==> src/design/acc_pkg.sv <==
// package: register map, field positions, reset values and timing for the converter control
package acc_pkg;
    // ************************************************************
    // register byte offsets (one aligned word each)
    // ************************************************************
    localparam logic [7:0] OFS_MODE    = 8'h00; // adc_mode_control
    localparam logic [7:0] OFS_TRIG    = 8'h04; // adc_trigger_config
    localparam logic [7:0] OFS_REF     = 8'h08; // adc_reference_config
    localparam logic [7:0] OFS_UPPER   = 8'h0C; // adc_upper_limit
    localparam logic [7:0] OFS_LOWER   = 8'h10; // adc_lower_limit
    localparam logic [7:0] OFS_CHAN    = 8'h14; // adc_channel_select
    localparam logic [7:0] OFS_IRQ_ST  = 8'h18; // sticky event status, write one to clear
    localparam logic [7:0] OFS_IRQ_MSK = 8'h1C; // event mask, same layout
    localparam logic [7:0] OFS_START   = 8'h20; // write bit0 = software start, read = busy
    localparam logic [7:0] OFS_RESULT  = 8'h24; // last conversion result
    // ************************************************************
    // field positions
    // ************************************************************
    localparam int MODE_COMP_EN  = 0;    // comparator_enable
    localparam int MODE_CLK_LO   = 1;    // clock ratio / voltage mode field, bits 5..1
    localparam int MODE_SCAN     = 6;    // channel mode: 0 select, 1 scan
    localparam int TRIG_SRC_LO   = 0;    // hw_trigger_src_hi/lo, bits 1..0
    localparam int TRIG_ONESHOT  = 5;    // oneshot_select
    localparam int TRIG_MODE_LO  = 6;    // trigger_mode_lo
    localparam int TRIG_MODE_HI  = 7;    // trigger_mode_hi
    localparam int REF_RES8      = 0;    // resolution: 1 = 8-bit
    localparam int REF_WAKE      = 2;    // wake_conversion_enable
    localparam int REF_OUTSIDE   = 3;    // limit check: 1 = interrupt outside window
    localparam int REF_NEG_EXT   = 5;    // negative reference from pin
    localparam int REF_POS_LO    = 6;    // positive reference code, bits 7..6
    localparam int CHAN_INTERNAL = 7;    // internal_source_select
    localparam int ST_DONE       = 0;    // limit-qualified completion
    localparam int ST_RAW        = 1;    // every completion
    // ************************************************************
    // writable masks (reserved bits read zero) and codes
    // ************************************************************
    localparam logic [7:0] TRIG_WMASK    = 8'hE3;
    localparam logic [7:0] REF_WMASK     = 8'hED;
    localparam logic [7:0] CHAN_WMASK    = 8'h9F;
    localparam logic [1:0] SRC_TIMER     = 2'h0;
    localparam logic [1:0] SRC_EVENT     = 2'h1;
    localparam logic [1:0] SRC_FORBIDDEN = 2'h2;
    localparam logic [1:0] SRC_INTERVAL  = 2'h3;
    localparam logic [1:0] REFP_FORBIDDEN = 2'h3;
    // ************************************************************
    // reset values
    // ************************************************************
    localparam logic [7:0] RST_MODE  = 8'h00;
    localparam logic [7:0] RST_TRIG  = 8'h00;
    localparam logic [7:0] RST_REF   = 8'h00;
    localparam logic [7:0] RST_UPPER = 8'hFF;
    localparam logic [7:0] RST_LOWER = 8'h00;
    localparam logic [7:0] RST_CHAN  = 8'h00;
    // ************************************************************
    // timing: comparator settle before a hardware-wait start
    // ************************************************************
    localparam int CLK_PERIOD_NS = 100;
    localparam int SETTLE_NS     = 1000;
    localparam int SETTLE_CYC    = (SETTLE_NS + CLK_PERIOD_NS - 1) / CLK_PERIOD_NS;
    localparam int SETTLE_CW     = 8;
    localparam int SCAN_LAST     = 3;    // scan covers four channels
    // ************************************************************
    // control states
    // ************************************************************
    typedef enum logic [3:0] {
        ST_IDLE  = 4'b0001,
        ST_WAIT  = 4'b0010,
        ST_CONV  = 4'b0100,
        ST_CHECK = 4'b1000
    } acc_state_t;
endpackage : acc_pkg

==> src/design/acc_adc_ctrl.sv <==
// module: converter control registers, trigger selection, sequencing and limit interrupt
// Functional notes
// - mode bit 6 picks single selected channel (0) or scanning a channel group (1).
// - comparator held stopped while enable bit is 0; operates while it is 1.
// - five-bit clock ratio and voltage mode field selects conversion clock and time.
// - trigger mode: upper 0 software; 10 hardware no-wait; 11 hardware with wait.
// - conversion-mode bit 0 repeats conversions; 1 converts once per start.
// - trigger source 00 timer channel, 01 event linker, 11 interval timer; 10 forbidden.
// - positive reference 00 supply, 01 pin, 10 internal 1.45 V; 11 forbidden.
// - negative reference from ground at 0, from external pin at 1.
// - limit bit 0 interrupts inside window; 1 interrupts below lower or above upper.
// - wake conversion on hardware trigger while stopped only when wake bit is 1.
// - resolution bit 0 gives 10-bit results, 1 gives 8-bit results.
// - two 8-bit registers hold upper and lower comparison limits.
// - input chosen by internal bit and five-bit code; 0/00000 input 0, 0/00001 input 1.
// - internal bit 1 routes temperature sensor for 00000, 1.45 V reference for 00001.
//
// The AHB-Lite interface to the registers and the address map are this design's own decisions.
`timescale 1ns/1ps
module acc_adc_ctrl
    import acc_pkg::*;
#(
    parameter int RES_W = 10
) (
    // clock and reset
    input  wire logic              SYS_CLK,
    input  wire logic              RST_N,
    // ahb-lite slave
    input  wire logic              HSEL,
    input  wire logic [31:0]       HADDR,
    input  wire logic [1:0]        HTRANS,
    input  wire logic              HWRITE,
    input  wire logic [2:0]        HSIZE,
    input  wire logic              HREADY,
    input  wire logic [31:0]       HWDATA,
    output logic      [31:0]       HRDATA,
    output logic                   HREADYOUT,
    output logic                   HRESP,
    // hardware trigger sources, one-cycle pulses, and the processor stopped level
    input  wire logic              TIMER_CH1_EVENT,
    input  wire logic              EVENT_LINKER,
    input  wire logic              INTERVAL_TIMER_IRQ,
    input  wire logic              CPU_STOPPED,
    // analog core handshake
    input  wire logic              ANALOG_DONE,
    input  wire logic [RES_W-1:0]  ANALOG_RESULT,
    output logic                   CONV_START,
    // analog configuration
    output logic                   COMP_ENABLE,
    output logic      [4:0]        CONV_CLOCK_SEL,
    output logic      [1:0]        POS_REF_SEL,
    output logic                   NEG_REF_EXT,
    output logic                   RES_8BIT,
    output logic      [5:0]        INPUT_SEL,
    output logic                   WAKE_ACTIVE,
    // interrupt
    output logic                   CONVERSION_DONE_IRQ
);
    // ************************************************************
    // state record
    // ************************************************************
    typedef struct packed {
        logic [7:0]           mode;
        logic [7:0]           trig;
        logic [7:0]           refc;
        logic [7:0]           upper;
        logic [7:0]           lower;
        logic [7:0]           chan;
        logic [1:0]           stat;
        logic [1:0]           mask;
        acc_state_t           fsm;
        logic [SETTLE_CW-1:0] settle;
        logic [1:0]           scan_idx;
        logic [RES_W-1:0]     result;
        logic                 wr_pend;
        logic [7:0]           wr_addr;
        logic [31:0]          rdata;
        logic                 start;
        logic                 irq;
        logic [5:0]           insel;
        logic                 wake;
    } acc_regs_t;

    acc_regs_t s;
    acc_regs_t next_s;

    logic       addr_phase;
    logic       sw_start;
    logic       hw_pick;
    logic       hw_start;
    logic       in_window;
    logic       qualify;
    logic       repeat_conv;
    logic [7:0] res_hi;
    logic [1:0] clr;
    logic [1:0] evt;
    logic [1:0] wdat2;

    // ************************************************************
    // combinational decode
    // ************************************************************
    // a transfer is taken only when the bus is ready, so stalls elsewhere are not doubled
    assign addr_phase = HSEL && HREADY && HTRANS[1];
    // software start only counts in software trigger mode and with the comparator on
    assign sw_start = s.wr_pend && (s.wr_addr == OFS_START) && HWDATA[0]
                      && !s.trig[TRIG_MODE_HI] && s.mode[MODE_COMP_EN];
    // trigger source mux; the forbidden code never fires
    always_comb begin
        case (s.trig[TRIG_SRC_LO +: 2])
            SRC_TIMER:    hw_pick = TIMER_CH1_EVENT;
            SRC_EVENT:    hw_pick = EVENT_LINKER;
            SRC_INTERVAL: hw_pick = INTERVAL_TIMER_IRQ;
            default:      hw_pick = 1'b0;
        endcase
    end
    // while stopped only the wake function may accept a hardware trigger
    assign hw_start = s.trig[TRIG_MODE_HI] && s.mode[MODE_COMP_EN] && hw_pick
                      && (!CPU_STOPPED || s.refc[REF_WAKE]);
    // limits are 8 bits, so they are held against the top eight result bits
    assign res_hi    = s.result[RES_W-1 -: 8];
    assign in_window = (s.lower <= res_hi) && (res_hi <= s.upper);
    assign qualify   = s.refc[REF_OUTSIDE] ? !in_window : in_window;
    assign repeat_conv = !s.trig[TRIG_ONESHOT] && s.mode[MODE_COMP_EN];
    assign wdat2 = HWDATA[1:0];
    assign clr = (s.wr_pend && s.wr_addr == OFS_IRQ_ST) ? wdat2 : 2'h0;
    assign evt = (s.fsm == ST_CHECK) ? {1'b1, qualify} : 2'h0;

    // ************************************************************
    // next-state logic
    // ************************************************************
    always_comb begin
        next_s = s;
        next_s.start = 1'b0;
        // bus data phase: apply the write captured in the address phase
        if (s.wr_pend) begin
            case (s.wr_addr)
                OFS_MODE:    next_s.mode  = HWDATA[7:0];
                OFS_TRIG: begin
                    next_s.trig = HWDATA[7:0] & TRIG_WMASK;
                    // the forbidden source code is not accepted
                    if (HWDATA[TRIG_SRC_LO +: 2] == SRC_FORBIDDEN) begin
                        next_s.trig[TRIG_SRC_LO +: 2] = s.trig[TRIG_SRC_LO +: 2];
                    end
                end
                OFS_REF: begin
                    next_s.refc = HWDATA[7:0] & REF_WMASK;
                    if (HWDATA[REF_POS_LO +: 2] == REFP_FORBIDDEN) begin
                        next_s.refc[REF_POS_LO +: 2] = s.refc[REF_POS_LO +: 2];
                    end
                end
                OFS_UPPER:   next_s.upper = HWDATA[7:0];
                OFS_LOWER:   next_s.lower = HWDATA[7:0];
                OFS_CHAN:    next_s.chan  = HWDATA[7:0] & CHAN_WMASK;
                OFS_IRQ_MSK: next_s.mask  = wdat2;
                default:     next_s.mask  = next_s.mask;
            endcase
        end
        // sticky events: a new event wins over a clear in the same cycle
        next_s.stat = (s.stat & ~clr) | evt;
        // conversion sequencer
        case (s.fsm)
            ST_IDLE: begin
                next_s.scan_idx = 2'h0;
                if (hw_start && s.trig[TRIG_MODE_LO]) begin
                    next_s.fsm    = ST_WAIT;
                    next_s.settle = SETTLE_CW'(SETTLE_CYC - 1);
                end else if (hw_start || sw_start) begin
                    next_s.fsm   = ST_CONV;
                    next_s.start = 1'b1;
                end
            end
            ST_WAIT: begin
                // wait mode lets the comparator settle after the trigger
                if (s.settle == '0) begin
                    next_s.fsm   = ST_CONV;
                    next_s.start = 1'b1;
                end else begin
                    next_s.settle = s.settle - 1'b1;
                end
            end
            ST_CONV: begin
                if (ANALOG_DONE) begin
                    next_s.result = ANALOG_RESULT;
                    // 8-bit mode keeps the top bits, lower ones read zero
                    if (s.refc[REF_RES8]) begin
                        next_s.result[RES_W-9:0] = '0;
                    end
                    next_s.fsm = ST_CHECK;
                end
            end
            ST_CHECK: begin
                // scan walks the group; sequential restarts, one-shot ends
                if (s.mode[MODE_SCAN] && s.scan_idx != 2'(SCAN_LAST)) begin
                    next_s.scan_idx = s.scan_idx + 1'b1;
                    next_s.fsm      = ST_CONV;
                    next_s.start    = 1'b1;
                end else if (repeat_conv) begin
                    next_s.scan_idx = 2'h0;
                    next_s.fsm      = ST_CONV;
                    next_s.start    = 1'b1;
                end else begin
                    next_s.fsm = ST_IDLE;
                end
            end
            default: next_s.fsm = ST_IDLE;
        endcase
        // turning the comparator off stops any conversion in flight
        if (!s.mode[MODE_COMP_EN]) begin
            next_s.fsm   = ST_IDLE;
            next_s.start = 1'b0;
        end
        // channel code: scan offsets the code, internal sources never scan
        next_s.insel = {s.chan[CHAN_INTERNAL],
                        s.chan[4:0] + (s.chan[CHAN_INTERNAL] ? 5'h00 : {3'h0, s.scan_idx})};
        next_s.wake = s.refc[REF_WAKE] && CPU_STOPPED;
        next_s.irq  = |(next_s.stat & next_s.mask);
        // address phase: latch writes, prepare read data for the data phase
        next_s.wr_pend = addr_phase && HWRITE;
        next_s.wr_addr = HADDR[7:0];
        if (addr_phase && !HWRITE) begin
            case (HADDR[7:0])
                OFS_MODE:    next_s.rdata = {24'h0, s.mode};
                OFS_TRIG:    next_s.rdata = {24'h0, s.trig};
                OFS_REF:     next_s.rdata = {24'h0, s.refc};
                OFS_UPPER:   next_s.rdata = {24'h0, s.upper};
                OFS_LOWER:   next_s.rdata = {24'h0, s.lower};
                OFS_CHAN:    next_s.rdata = {24'h0, s.chan};
                OFS_IRQ_ST:  next_s.rdata = {30'h0, s.stat};
                OFS_IRQ_MSK: next_s.rdata = {30'h0, s.mask};
                OFS_START:   next_s.rdata = {31'h0, s.fsm != ST_IDLE};
                OFS_RESULT:  next_s.rdata = {{(32-RES_W){1'b0}}, s.result};
                default:     next_s.rdata = 32'h0000_0000;
            endcase
        end
    end

    // ************************************************************
    // state register
    // ************************************************************
    always_ff @(posedge SYS_CLK) begin
        if (!RST_N) begin
            s          <= '0;
            s.mode     <= RST_MODE;
            s.trig     <= RST_TRIG;
            s.refc     <= RST_REF;
            s.upper    <= RST_UPPER;
            s.lower    <= RST_LOWER;
            s.chan     <= RST_CHAN;
            s.fsm      <= ST_IDLE;
        end else begin
            s <= next_s;
        end
    end

    // ************************************************************
    // outputs straight from the state record, except the constant bus ready and response
    // ************************************************************
    assign HRDATA              = s.rdata;
    assign HREADYOUT           = 1'b1;  // zero wait states; a constant is flop-free and safe
    assign HRESP               = 1'b0;
    assign CONV_START          = s.start;
    assign COMP_ENABLE         = s.mode[MODE_COMP_EN];
    assign CONV_CLOCK_SEL      = s.mode[MODE_CLK_LO +: 5];
    assign POS_REF_SEL         = s.refc[REF_POS_LO +: 2];
    assign NEG_REF_EXT         = s.refc[REF_NEG_EXT];
    assign RES_8BIT            = s.refc[REF_RES8];
    assign INPUT_SEL           = s.insel;
    assign WAKE_ACTIVE         = s.wake;
    assign CONVERSION_DONE_IRQ = s.irq;

    // ************************************************************
    // checks
    // ************************************************************
    a_qualify_sets_done: assert property (@(posedge SYS_CLK) disable iff (!RST_N)
        (s.fsm == ST_CHECK && qualify) |=> s.stat[ST_DONE])
        else $error("qualified completion did not set status");
    a_every_check_raw: assert property (@(posedge SYS_CLK) disable iff (!RST_N)
        (s.fsm == ST_CONV && ANALOG_DONE) |=> (s.fsm == ST_CHECK) ##1 s.stat[ST_RAW])
        else $error("completion not checked before status");
    a_comp_off_idle: assert property (@(posedge SYS_CLK) disable iff (!RST_N)
        !s.mode[MODE_COMP_EN] |=> (s.fsm == ST_IDLE && !CONV_START))
        else $error("converter active with comparator off");
    a_sw_mode_no_hw: assert property (@(posedge SYS_CLK) disable iff (!RST_N)
        (s.fsm == ST_IDLE && !s.trig[TRIG_MODE_HI] && !sw_start) |=> !CONV_START)
        else $error("start without software request");
    // ten settle cycles at the default clock period and settle time
    a_wait_settles: assert property (@(posedge SYS_CLK) disable iff (!RST_N)
        ($rose(s.fsm == ST_WAIT) && s.mode[MODE_COMP_EN]) |-> !CONV_START ##10 CONV_START)
        else $error("wait mode start not after settle time");
    a_oneshot_stops: assert property (@(posedge SYS_CLK) disable iff (!RST_N)
        (s.fsm == ST_CHECK && s.trig[TRIG_ONESHOT] && !s.mode[MODE_SCAN]) |=>
        s.fsm == ST_IDLE)
        else $error("one-shot conversion repeated");
    a_src_never_two: assert property (@(posedge SYS_CLK) disable iff (!RST_N)
        s.trig[TRIG_SRC_LO +: 2] != SRC_FORBIDDEN)
        else $error("forbidden trigger source stored");
    a_refp_never_three: assert property (@(posedge SYS_CLK) disable iff (!RST_N)
        POS_REF_SEL != REFP_FORBIDDEN)
        else $error("forbidden reference code stored");
    a_stopped_no_wake: assert property (@(posedge SYS_CLK) disable iff (!RST_N)
        (s.fsm == ST_IDLE && CPU_STOPPED && !s.refc[REF_WAKE]) |=> s.fsm == ST_IDLE)
        else $error("conversion started while stopped without wake");
    a_res8_low_zero: assert property (@(posedge SYS_CLK) disable iff (!RST_N)
        (s.fsm == ST_CONV && ANALOG_DONE && s.refc[REF_RES8]) |=> s.result[1:0] == 2'h0)
        else $error("8-bit result has low bits set");
    a_reserved_zero: assert property (@(posedge SYS_CLK) disable iff (!RST_N)
        ((s.trig & ~TRIG_WMASK) == 8'h00) && ((s.chan & ~CHAN_WMASK) == 8'h00))
        else $error("reserved bits not zero");
    a_irq_follows: assert property (@(posedge SYS_CLK) disable iff (!RST_N)
        CONVERSION_DONE_IRQ == |(s.stat & s.mask))
        else $error("interrupt output disagrees with status");

    // scan must step to the next channel straight after each check before the last channel of the group
    a_scan_advances: assert property (@(posedge SYS_CLK) disable iff (!RST_N)
        (s.fsm == ST_CHECK && s.mode[MODE_SCAN] && s.mode[MODE_COMP_EN]
         && s.scan_idx != 2'(SCAN_LAST)) |=> (s.fsm == ST_CONV && CONV_START))
        else $error("scan did not advance");

    a_seq_restarts: assert property (@(posedge SYS_CLK) disable iff (!RST_N)
        (s.fsm == ST_CHECK && repeat_conv) |=> CONV_START)
        else $error("sequential conversion not restarted");

    a_nowait_start: assert property (@(posedge SYS_CLK) disable iff (!RST_N)
        (s.fsm == ST_IDLE && hw_start && !s.trig[TRIG_MODE_LO]) |=> CONV_START)
        else $error("no-wait trigger did not start at once");
endmodule : acc_adc_ctrl

==> config.mk <==
export PLATFORM = sky130hd
export DESIGN_NAME = acc_adc_ctrl
export DESIGN_NICKNAME = d
export VERILOG_FILES = /design/src/design/acc_pkg.sv /design/src/design/acc_adc_ctrl.sv
export SDC_FILE = /design/constraint.sdc
export NUM_CORES = 1
export LEC_CHECK = 0
export BUFFER_PORTS_ARGS = -buffer_cell sky130_fd_sc_hd__buf_2
export CORE_AREA = 4 4 128 130
export DETAILED_ROUTE_END_ITERATION = 16
export DIE_AREA = 0 0 132 134
export MAX_ROUTING_LAYER = met4
export PLACE_DENSITY = 0.67
export SLEW_MARGIN = 10
export SYNTH_ARGS = -nofsm -noshare
export SYNTH_HDL_FRONTEND = slang
export SYNTH_SLANG_ARGS = --single-unit
==> constraint.sdc <==
create_clock -name SYS_CLK -period 2.4 [get_ports SYS_CLK]
set_clock_uncertainty 0.2 [all_clocks]
set_input_delay 0.72 -clock SYS_CLK [delete_from_list [all_inputs] [get_ports SYS_CLK]]
set_output_delay 0.72 -clock SYS_CLK [all_outputs]
set_load 0.005 [all_outputs]
Yosys cells after proc, flatten, opt, wreduce, memory -nomap -nowiden
Cells that the tools add are included.
{"block": "word_totals", "regBits": 119, "input_bits": 89, "output_inout_bits": 53, "word_cells": 137}
{"block": "classes", "add_sub_neg": 3, "magnitude_cmp": 2, "n_eq_ne": 33, "n_mux": 28, "n_bitwise": 6, "reduce_logical": 44}
{"op": "10-bit case mux with 10 select lines", "n": 1}
{"op": "8-bit by 5-bit == test with 1-bit output, second input constant", "n": 8}
{"op": "8-bit by 4-bit == test with 1-bit output, second input constant", "n": 4}
{"op": "8-bit by 6-bit == test with 1-bit output, second input constant", "n": 3}
{"op": "8-bit zero test", "n": 3}
{"op": "2-bit AND reduction", "n": 9}
{"op": "1-bit logical AND", "n": 17}
{"op": "8-bit by 3-bit == test with 1-bit output, second input constant", "n": 2}
{"op": "8-bit less-or-equal comparator", "n": 2}
{"op": "2-bit 2-to-1 mux", "n": 8}
{"op": "4-bit 2-to-1 mux", "n": 4}
{"op": "8-bit 2-to-1 mux", "n": 2}
{"op": "4-bit case mux with 4 select lines", "n": 1}
{"op": "8-bit case mux with 2 select lines", "n": 1}
{"op": "3-bit AND reduction", "n": 4}
{"op": "2-bit != test, second input constant", "n": 5}
{"op": "8-bit by 1-bit subtractor with 8-bit output, second input constant", "n": 1}
{"op": "2-bit == test, second input constant", "n": 3}
{"op": "1-bit 2-to-1 mux", "n": 6}
{"op": "3-bit 2-to-1 mux", "n": 2}
{"op": "1-bit case mux with 3 select lines", "n": 2}
{"op": "5-bit by 2-bit adder with 5-bit output", "n": 1}
{"op": "1-bit zero test", "n": 5}
{"op": "2-bit bitwise AND", "n": 2}
{"op": "17 further kinds", "n": 20}

Logic depth before layout (Yosys ltp)
Gate-level depths: netlist of run 1.
{"block": "depth", "word_depth": 9, "depth_mapped": 9}

Worst setup path before layout of run 1
OpenSTA, ideal clock, no wires.
{"block": "synth_path", "path_type": "input to register", "startpoint": "in HADDR[2]", "endpoint": "reg s, in the netlist HRDATA[3]", "setup_ns": 0.118, "t_arrival_ns": 1.849, "required_ns": 2.082, "path_slack_ns": 0.233, "stages": 7, "path_buffers": 1, "cell_sequence": "buf_2 mux2_2 a22o_1 a22oi_1 o21ai_0 a22oi_1 nor2b_1"}
{"block": "synth_between", "elab_chain_cells": 2, "word_cells_on_any_way": 11, "cone_classes": "9 x eq/ne; 1 x mux; 1 x reduce/logical"}
{"item": "start, declared", "line": "acc_adc_ctrl.sv:30", "text": "input wire logic [31:0] HADDR,"}
{"item": "8-bit by 6-bit == test with 1-bit output (tied with other cells)", "line": "acc_adc_ctrl.sv:221", "text": "case (HADDR[7:0])"}
{"item": "10-bit case mux with 10 select lines (*)", "line": "acc_adc_ctrl.sv:221"}
{"item": "end signal, assigned", "line": "acc_adc_ctrl.sv:251", "text": "s <= next_s;"}
{"item": "end, declared", "line": "acc_adc_ctrl.sv:84", "text": "acc_regs_t s;"}
Every way passes the cells marked *; elsewhere a longest branch is shown, timed or not.
A chain may end at the register's enable or synchronous reset.

Final worst setup path of run 1
{"block": "layout_path", "startpoint": "reg s[95] (netlist name)", "endpoint": "reg s, in the netlist CONVERSION_DONE_IRQ"}
{"block": "layout_between", "elab_chain_cells": 8}
{"item": "8-bit less-or-equal comparator (*)", "line": "acc_adc_ctrl.sv:121", "text": "assign in_window = (s.lower <= res_hi) && (res_hi <= s.upper);"}
{"item": "1-bit logical AND (*)", "line": "acc_adc_ctrl.sv:121"}
{"item": "1-bit zero test", "line": "acc_adc_ctrl.sv:122", "text": "assign qualify = s.refc[REF_OUTSIDE] ? !in_window : in_window;"}
{"item": "1-bit 2-to-1 mux (*)", "line": "acc_adc_ctrl.sv:122"}
{"item": "2-bit 2-to-1 mux (*)", "line": "acc_adc_ctrl.sv:126", "text": "assign evt = (s.fsm == ST_CHECK) ? {1'b1, qualify} : 2'h0;"}
{"item": "2-bit bitwise OR (*)", "line": "acc_adc_ctrl.sv:159", "text": "next_s.stat = (s.stat & ~clr) | evt;"}
{"item": "2-bit bitwise AND (*)", "line": "acc_adc_ctrl.sv:216", "text": "next_s.irq = |(next_s.stat & next_s.mask);"}
{"item": "2-bit OR reduction (*)", "line": "acc_adc_ctrl.sv:216"}
Marked as above.

==> run metrics, run 1 <==
outcome finished, final reports clean; Wirelength per Cell 15.9 um; Placed Area 5690 um2; Achievable Freq 443 MHz; Root Driver clkbuf_16; top cells by area, synth dfxtp_1, mux2i_1, buf_4, nor2b_1, ha_1; post-synthesis cell type count 59; Tot Pwr 3.36 mW; most common flop cell mapped by yosys dfxtp_1; first-pass GRT wire length 21,300 um; Mapped Cells 584; DRT Pass-1 Iters 5; Die W 132 um; die area 17,700 um2; CP Capture Type register; Cell Chain, Critical Path inv_1 -> ha_1 -> nor2b_1 -> o211ai_1 -> a21oi_1 -> a2111oi_2 -> o22ai_2 -> xor2_1 -> o21ai_1; crit share post-route 0.941; Setup violations, final 0; sequential element share of the synthesized area 0.373; fraction of layout cells with a size suffix above 1 0.211; DRC Markers 0; number of synthesized flops with an enable pin 0; Worst path top cell family by delay compound AO/OA/AOI/OAI gates; Slew HR 0.666; Final Non-Filler Cells 842; post-synthesis area per instance 8.92 um2; gpl congestion 0.871; Peak VDD IR 0.304 mV; CP Launch Type register; Starting Density 0.344; Final Hold Fails 0; CTS tree yes; via count 4,223; Yosys top cell area share 0.373; CP bufs+invs 1; initial antenna violation count 1; CTS buffer count 9; worst-path fanout max 3; worst path required time 2.47 ns; post-layout instance area 6030 um2; global-route usage over all layers 0.156; commonest non-fill, non-tap cell in the layout dfxtp_1; I/O pin count 142; crit-path max cell delay 0.35 ns; nets 758; gr ovfl total 0; WS Path Type register to register; Synth warnings 0; largest net degree at the start of global routing 40; setup TNS 0 ns; Cell Pwr Density 556 nW/um2; Detailed Route WL 13,400 um; CP max stage cell a2111oi_2; fin crit period 2.26 ns; clock buffer depth 2; Port-buffer cells 65; CTS Sinks 97; commonest non-fill, non-tap cells in the layout dfxtp_1, buf_2, nand2_1; Post-DP HPWL 10,400 um; Hold Slack 0.247 ns; max-slew violations 0; Placed Instances 825; DRT iter0 DRCs 384; Static Leak 2.62 nW; Setup Buffers After CTS 0; Cell Rows 45; cell taking the most area after synthesis dfxtp_1; synthesized flop and latch total 97; core area 15,100 um2; vias per inst 5.02; Async SR Flop Fraction 0; vias in the first global route 3,974; Max-Cap Viols 0; P&R area growth vs syn 15.8%; Hold Crit Class register to register; die height 134 um; Worst-path clk slew 0.07 ns; # fillers 1,496; Max H-tree Level 3; clock latency on the worst-skew pair 0.35 ns; ANT nets after route 0; Mapped Area 5210 um2; Crit path arrival time 2.33 ns; worst-margin pin slew 0.499 ns
-- per-stage QoR --
stage	setup slack, ns	utilization
finish	0.142	0.398
global route	-0.00880	0.398
CTS	0.0111	0.397
detailed placement	-0.0313	0.376
global placement	-0.0459	0.376
floorplan	0.233	-
-- final timing paths --
check / slack (ns) / endpoint / cells past startpoint / from
max: 0.14 / CONVERSION_DONE_IRQ / 9 / s[95]
min: 0.25 / HRDATA[7] / 2 / HRDATA[7]
max reg2reg: 0.14 / CONVERSION_DONE_IRQ / 9 / s[95]
min reg2reg: 0.25 / HRDATA[7] / 2 / HRDATA[7]
-- cells in the mapped netlist (all sizes together) (2+ instances only) --
master   instances
dfxtp           97
buf             54
nand2           53
mux2i           48
nor2b           43
nor2            29
inv             25
o21ai           25
ha              20
nand3           20
and2            17
clkbuf          15
a21oi           14
a21boi          13
nor3            13
a22oi            8
xnor2            8
nand4            7
nor4             7
a22o             6
nand2b           6
mux2             4
nand3b           4
o22ai            4
or3              4
a21o             3
a221oi           3
and3             3
o211ai           3
a2111oi          2
a222oi           2
a41oi            2
conb             2
nor4b            2
o221a            2
or3b             2
or4b             2
xor2             2
-- sequential cells by signal, summed over array words and instances, names as in the netlist --
name and count:
NEG_REF_EXT 1, CONV_START 1, WAKE_ACTIVE 1, INPUT_SEL 6, res_hi 8, next_s 1, HRDATA 10, CONVERSION_DONE_IRQ 1
CONV_CLOCK_SEL 5, s 59, COMP_ENABLE 1, POS_REF_SEL 2, RES_8BIT 1
-- repair_timing --
action | CTS | global route
hold buffers | 0 | 0
pin swaps | 1 | 0
gates cloned | 0 | 0
gates resized for setup | 2 | 4
setup endpoints to repair | 1 | 2
-- cell type report --
cell class | instances | area [um2] | area share
Antenna cell | 1 | 2.50 | 0.000415
Sequential cell | 97 | 1940 | 0.322
Timing Repair Buffer | 100 | 601 | 0.0995
Tap cell | 188 | 235 | 0.0390
Inverter | 25 | 93.8 | 0.0156
Multi-Input combinational cell | 415 | 2840 | 0.470
Clock buffer | 12 | 246 | 0.0409
Clock inverter | 4 | 76.3 | 0.0127
-- report_power, final --
part           internal (mW)  switching, mW  leakage (nW)
clock network          0.944          0.602         0.153
registers               1.62        0.00966         0.784
logic                 0.0769          0.107          1.68
-- routing by layer --
layer,GRT usage,share of wire,routed length [um],vias to the layer above
met5,-,0,0,-
met4,0.0607,0.021,278,0
met3,0.0334,0.059,790,17
met2,0.230,0.44,5830,141
met1,0.208,0.48,6490,1973
li1,-,-,-,2092
-- cell families after synthesis --
| group | after synthesis | share of synthesized area |
|---|---|---|
| simple gates | 216 | 0.231 |
| flops | 97 | 0.373 |
| buf+inv | 94 | 0.103 |
| compound gates | 91 | 0.118 |
| mux | 53 | 0.105 |
| fa+ha+maj | 21 | 0.0519 |
| xor+xnor | 10 | 0.0168 |
| other cells | 2 | 0.00144 |
-- worst min-delay path: cells and delay by family (launching register included) --
kind,cells,cell delay (ns)
flops,1,0.32
compound gates,1,0.05
simple gates,1,0.04
Note: power is estimated with default switching activity, not from simulation.
==> inputs of run 2 (changes only) <==
--- a/config.mk
+++ b/config.mk
@@ -9,7 +9,6 @@
 export CORE_AREA = 4 4 128 130
 export DETAILED_ROUTE_END_ITERATION = 16
 export DIE_AREA = 0 0 132 134
-export MAX_ROUTING_LAYER = met4
 export PLACE_DENSITY = 0.67
 export SLEW_MARGIN = 10
 export SYNTH_ARGS = -nofsm -noshare
==> run 2 against run 1 <==
Core utilization about the same. Worst setup slack worse by 0.0051 ns. Sequential power about the same. Die area unchanged. Register-to-register slack about the same. Via count down 0.40%. Clock power about the same. Power up 0.23%. Cell area about the same. Highest routed layer is now met5.
==> run metrics, run 2 (same netlist as run 1, synthesis figures left out) <==
Die W 132 um; Setup violations, final 0; Cell Rows 45; DRT iter0 DRCs 375; commonest non-fill, non-tap cells in the layout dfxtp_1, buf_2, nand2_1; cell internal pwr 2.64 mW; Placed Area 5690 um2; fin crit period 2.26 ns; CTS tree yes; P&R area growth vs syn 15.7%; Root Driver clkbuf_16; first-pass GRT wire length 21,300 um; I/O pin count 142; core area 15,100 um2; Tot Pwr 3.37 mW; Crit path arrival time 2.33 ns; Placed Instances 825; CP Launch Type register; Combinational Power Share 0.055; CTS buffer count 9; nets 758; die height 134 um; WS Path Type register to register; clock latency on the worst-skew pair 0.35 ns; DRT Pass-1 Iters 5; outcome finished, final reports clean; worst path required time 2.47 ns; gr ovfl total 0; Max-Cap Viols 0; CP Capture Type register; fraction of layout cells with a size suffix above 1 0.211; Peak VDD IR 0.305 mV; dpl ws -0.0313 ns; Final Hold Fails 0; die area 17,700 um2; Seq pwr share 0.483; worst-path fanout max 3; P_sw 0.727 mW; Hold Crit Class register to register; Cell Pwr Density 558 nW/um2; n_diodes 0; Achievable Freq 442 MHz; CTS Sinks 97; via count 4,206; # fillers 1,496; Detailed Route WL 13,400 um; vias in the first global route 3,975; Wirelength per Cell 15.9 um; DRC Markers 0; initial antenna violation count 1; Post-DP HPWL 10,400 um; clock buffer depth 2; ANT nets after route 0; Hold Slack 0.247 ns; Static Leak 2.62 nW; gpl congestion 0.857; max FFs per register 59; largest net degree at the start of global routing 40; vias per inst 5.00; Final Non-Filler Cells 841; crit share post-route 0.943; Starting Density 0.344; switching portion of total power 0.216; Top reg by flops s; part of the power in the clock network 0.462; max-slew violations 0; Max H-tree Level 3; setup ws final 0.137 ns; Worst-path clk slew 0.07 ns; global-route usage over all layers 0.151; post-layout instance area 6030 um2; commonest non-fill, non-tap cell in the layout dfxtp_1; Port-buffer cells 65
==> run 2: cell types whose count changed in the layout (fill, tap and decap cells not counted), sizes merged <==
cell / delta
diode: -1
==> run 2: critical path, cell delays in order (launching register included) <==
cell and delay [ns]:
dfxtp_1 0.34, inv_1 0.05, ha_1 0.30, nor2b_1 0.13
o211ai_1 0.15, a21oi_1 0.10, a2111oi_2 0.35, o22ai_2 0.21
xor2_1 0.18, o21ai_1 0.18
==> run 2: through the flow <==
| step | TNS, ns | util |
|---|---|---|
| after detailed placement | -0.0586 | 0.376 |
| after floorplan | 0 | - |
| final | 0 | 0.398 |
| after global routing | -0.00817 | 0.398 |
| after global placement | -0.0618 | 0.376 |
| after CTS | 0 | 0.397 |
==> run 2: layer usage <==
metal | GRT usage | routed length (um) | vias up
met5 | 0 | 7 | -
met4 | 0.0589 | 280 | 2
met3 | 0.0371 | 925 | 21
met2 | 0.230 | 5830 | 147
met1 | 0.205 | 6350 | 1953
li1 | - | - | 2083
==> run 2: layout make-up <==
class	instances	area, um2	area share
well taps	188	235	0.0390
flip-flops and latches	97	1940	0.322
inverters	25	93.8	0.0156
clock inverters	4	76.3	0.0127
clock buffers	12	246	0.0409
repair buffers	100	601	0.0996
multi-input cells	415	2840	0.470
==> run 2: worst paths after layout <==
kind	from	cells past startpoint	end	slack (ns)
setup reg to reg	s[95]	9	CONVERSION_DONE_IRQ	0.14
hold / removal	HRDATA[7]	2	HRDATA[7]	0.25
hold reg to reg	HRDATA[7]	2	HRDATA[7]	0.25
setup / recovery	s[95]	9	CONVERSION_DONE_IRQ	0.14
==> run 2: timing repair <==
item | in CTS | in global routing
buffers inserted | 0 | 0
hold buffers | 0 | 0
pin swaps | 1 | 0
endpoints found under the setup margin | 1 | 2
resized for setup | 2 | 4
==> run 2: power by group through the flow <==
| stage | clock network, mW | registers, mW | logic, mW |
|---|---|---|---|
| global placement | 0 | 1.66 | 0.181 |
| detailed placement | 0 | 1.66 | 0.182 |
| CTS | 1.58 | 1.63 | 0.182 |
| floorplan | 0 | 1.66 | 0.120 |
| global route | 1.64 | 1.63 | 0.202 |
| finish | 1.55 | 1.63 | 0.184 |
==> inputs of run 3 (changes only) <==
--- a/config.mk
+++ b/config.mk
@@ -6,10 +6,10 @@
 export NUM_CORES = 1
 export LEC_CHECK = 0
 export BUFFER_PORTS_ARGS = -buffer_cell sky130_fd_sc_hd__buf_2
-export CORE_AREA = 4 4 128 130
+export CORE_AREA = 4 4 110 112
 export DETAILED_ROUTE_END_ITERATION = 16
-export DIE_AREA = 0 0 132 134
-export PLACE_DENSITY = 0.67
+export DIE_AREA = 0 0 114 116
+export PLACE_DENSITY = 0.84
 export SLEW_MARGIN = 10
 export SYNTH_ARGS = -nofsm -noshare
 export SYNTH_HDL_FRONTEND = slang
==> run 3 against run 2 <==
First-iteration DRC count is 16% lower. Sequential power hardly changed. Count of clock-buffer cells in the layout is 3 lower. Sequential share of layout area is 0.51 points higher. Non-clock buffer count is 5 lower. Die area is 25% lower. Worst hold slack better by 0.0078 ns. Power is 0.31% higher. Largest cell class unchanged. Largest power group unchanged.
==> run metrics, run 3 (same netlist as run 1, synthesis figures left out) <==
outcome finished, final reports clean; reg-to-reg endpoint s[76]; CTS Sinks 97; DRT iter0 DRCs 315; crit share post-route 0.936; met2 WL post-DR 6270 um; Placed Instances 773; Worst-path clk slew 0.07 ns; vias in the first global route 4,301; Slew HR 0.663; worst path required time 2.43 ns; unrepaired setup endpoints after global routing false; max-slew violations 0; Static Leak 2.59 nW; Root Driver clkbuf_16; Detailed Route WL 13,400 um; via count 4,326; hold_sp HRDATA[6]; met3 WL 933 um; Cell Rows 39; largest net degree at the start of global routing 33; CTS buffer count 9; # fillers 1,005; Hold Crit Class register to register; CP Launch Type register; hold path endpoint HRDATA[6]; Die W 114 um; vias per inst 5.47; M1 WL 5780 um; post-layout instance area 5940 um2; DRC Markers 0; Peak VDD IR 0.363 mV; Wirelength per Cell 16.9 um; Final Non-Filler Cells 791; core area 11,200 um2; I/O pin count 142; WS Path Type register to register; final core utilization 0.529; max FFs per register 59; reg2reg start res_hi[1]; clock buffer depth 2; die area 13,200 um2; gr ovfl total 0; fin crit period 2.25 ns; Hold Slack 0.255 ns; Top reg by flops s; gpl congestion 0.995; Placed Area 5570 um2; nets 753; DRT Pass-1 Iters 5; r2r setup slk 0.15 ns; hold_buf cts 0; Max H-tree Level 3; clock latency on the worst-skew pair 0.35 ns; Highest Signal Layer met4; initial antenna violation count 0; Starting Density 0.464; setup ws final 0.153 ns; worst-path fanout max 4; Post-DP HPWL 10,300 um; ANT nets after route 0; Max-Cap Viols 0; setup TNS 0 ns; Crit path arrival time 2.28 ns; Setup violations, final 0; die height 116 um; commonest non-fill, non-tap cells in the layout dfxtp_1, buf_2, nand2_1; CTS tree yes; dpl ws -0.0709 ns; Cell Pwr Density 568 nW/um2; commonest non-fill, non-tap cell in the layout dfxtp_1; P&R area growth vs syn 14.0%; Worst Reg-to-Reg Cells 10; first-pass GRT wire length 21,700 um; n_diodes 0; worst-margin pin slew 0.505 ns; Achievable Freq 445 MHz; Port-buffer cells 65; global-route usage over all layers 0.208; Tot Pwr 3.38 mW; hold path depth 2; fraction of layout cells with a size suffix above 1 0.211; CP Capture Type register; Final Hold Fails 0
run 3: area by class of cell:
cell class,instances,area (um2),area share
sequential,97,1940,0.327
inverter,25,93.8,0.0158
timing repair buffer,95,551,0.0927
tap,143,179,0.0301
clock inverter,7,100,0.0168
clock buffer,9,225,0.0379
multi-input combinational,415,2850,0.479
run 3: power breakdown:
group,internal [mW],switching [mW],leakage (nW)
Clock,0.924,0.647,0.161
Sequential,1.62,0.00893,0.784
Combinational,0.0741,0.104,1.65
run 3: how the worst max path moves through the flow:
| stage | to | slack (ns) | from |
|---|---|---|---|
| after CTS | CONVERSION_DONE_IRQ | 0.004 | res_hi[1] |
| after floorplan | HRDATA[3] | 0.23 | HADDR[2] |
| after global placement | HRDATA[0] | -0.07 | HADDR[2] |
| after detailed placement | HRDATA[0] | -0.07 | HADDR[2] |
| final | s[76] | 0.15 | res_hi[1] |
| after global routing | CONVERSION_DONE_IRQ | 0.01 | s[99] |
run 3: what timing repair did:
item,4_1_cts,5_1_grt
endpoints found under the hold margin,0,0
resized for setup,3,5
endpoints found under the setup margin,1,2
cloned,0,0
setup buffers,1,1
pin swaps,1,7
run 3: worst max-delay path: stages (launching register included):
cell,delay [ns]
dfxtp_2,0.39
inv_1,0.06
ha_1,0.29
nor2b_1,0.14
o211ai_1,0.17
a21oi_1,0.11
a2111oi_2,0.25
o22ai_2,0.17
buf_4,0.17
nand4_1,0.08
o211ai_1,0.08
run 3: layer usage:
| layer | track usage | vias to the layer above |
|---|---|---|
| met5 | 0 | - |
| met4 | 0.0823 | 0 |
| met3 | 0.0423 | 26 |
| met2 | 0.345 | 181 |
| met1 | 0.265 | 2035 |
| li1 | - | 2084 |
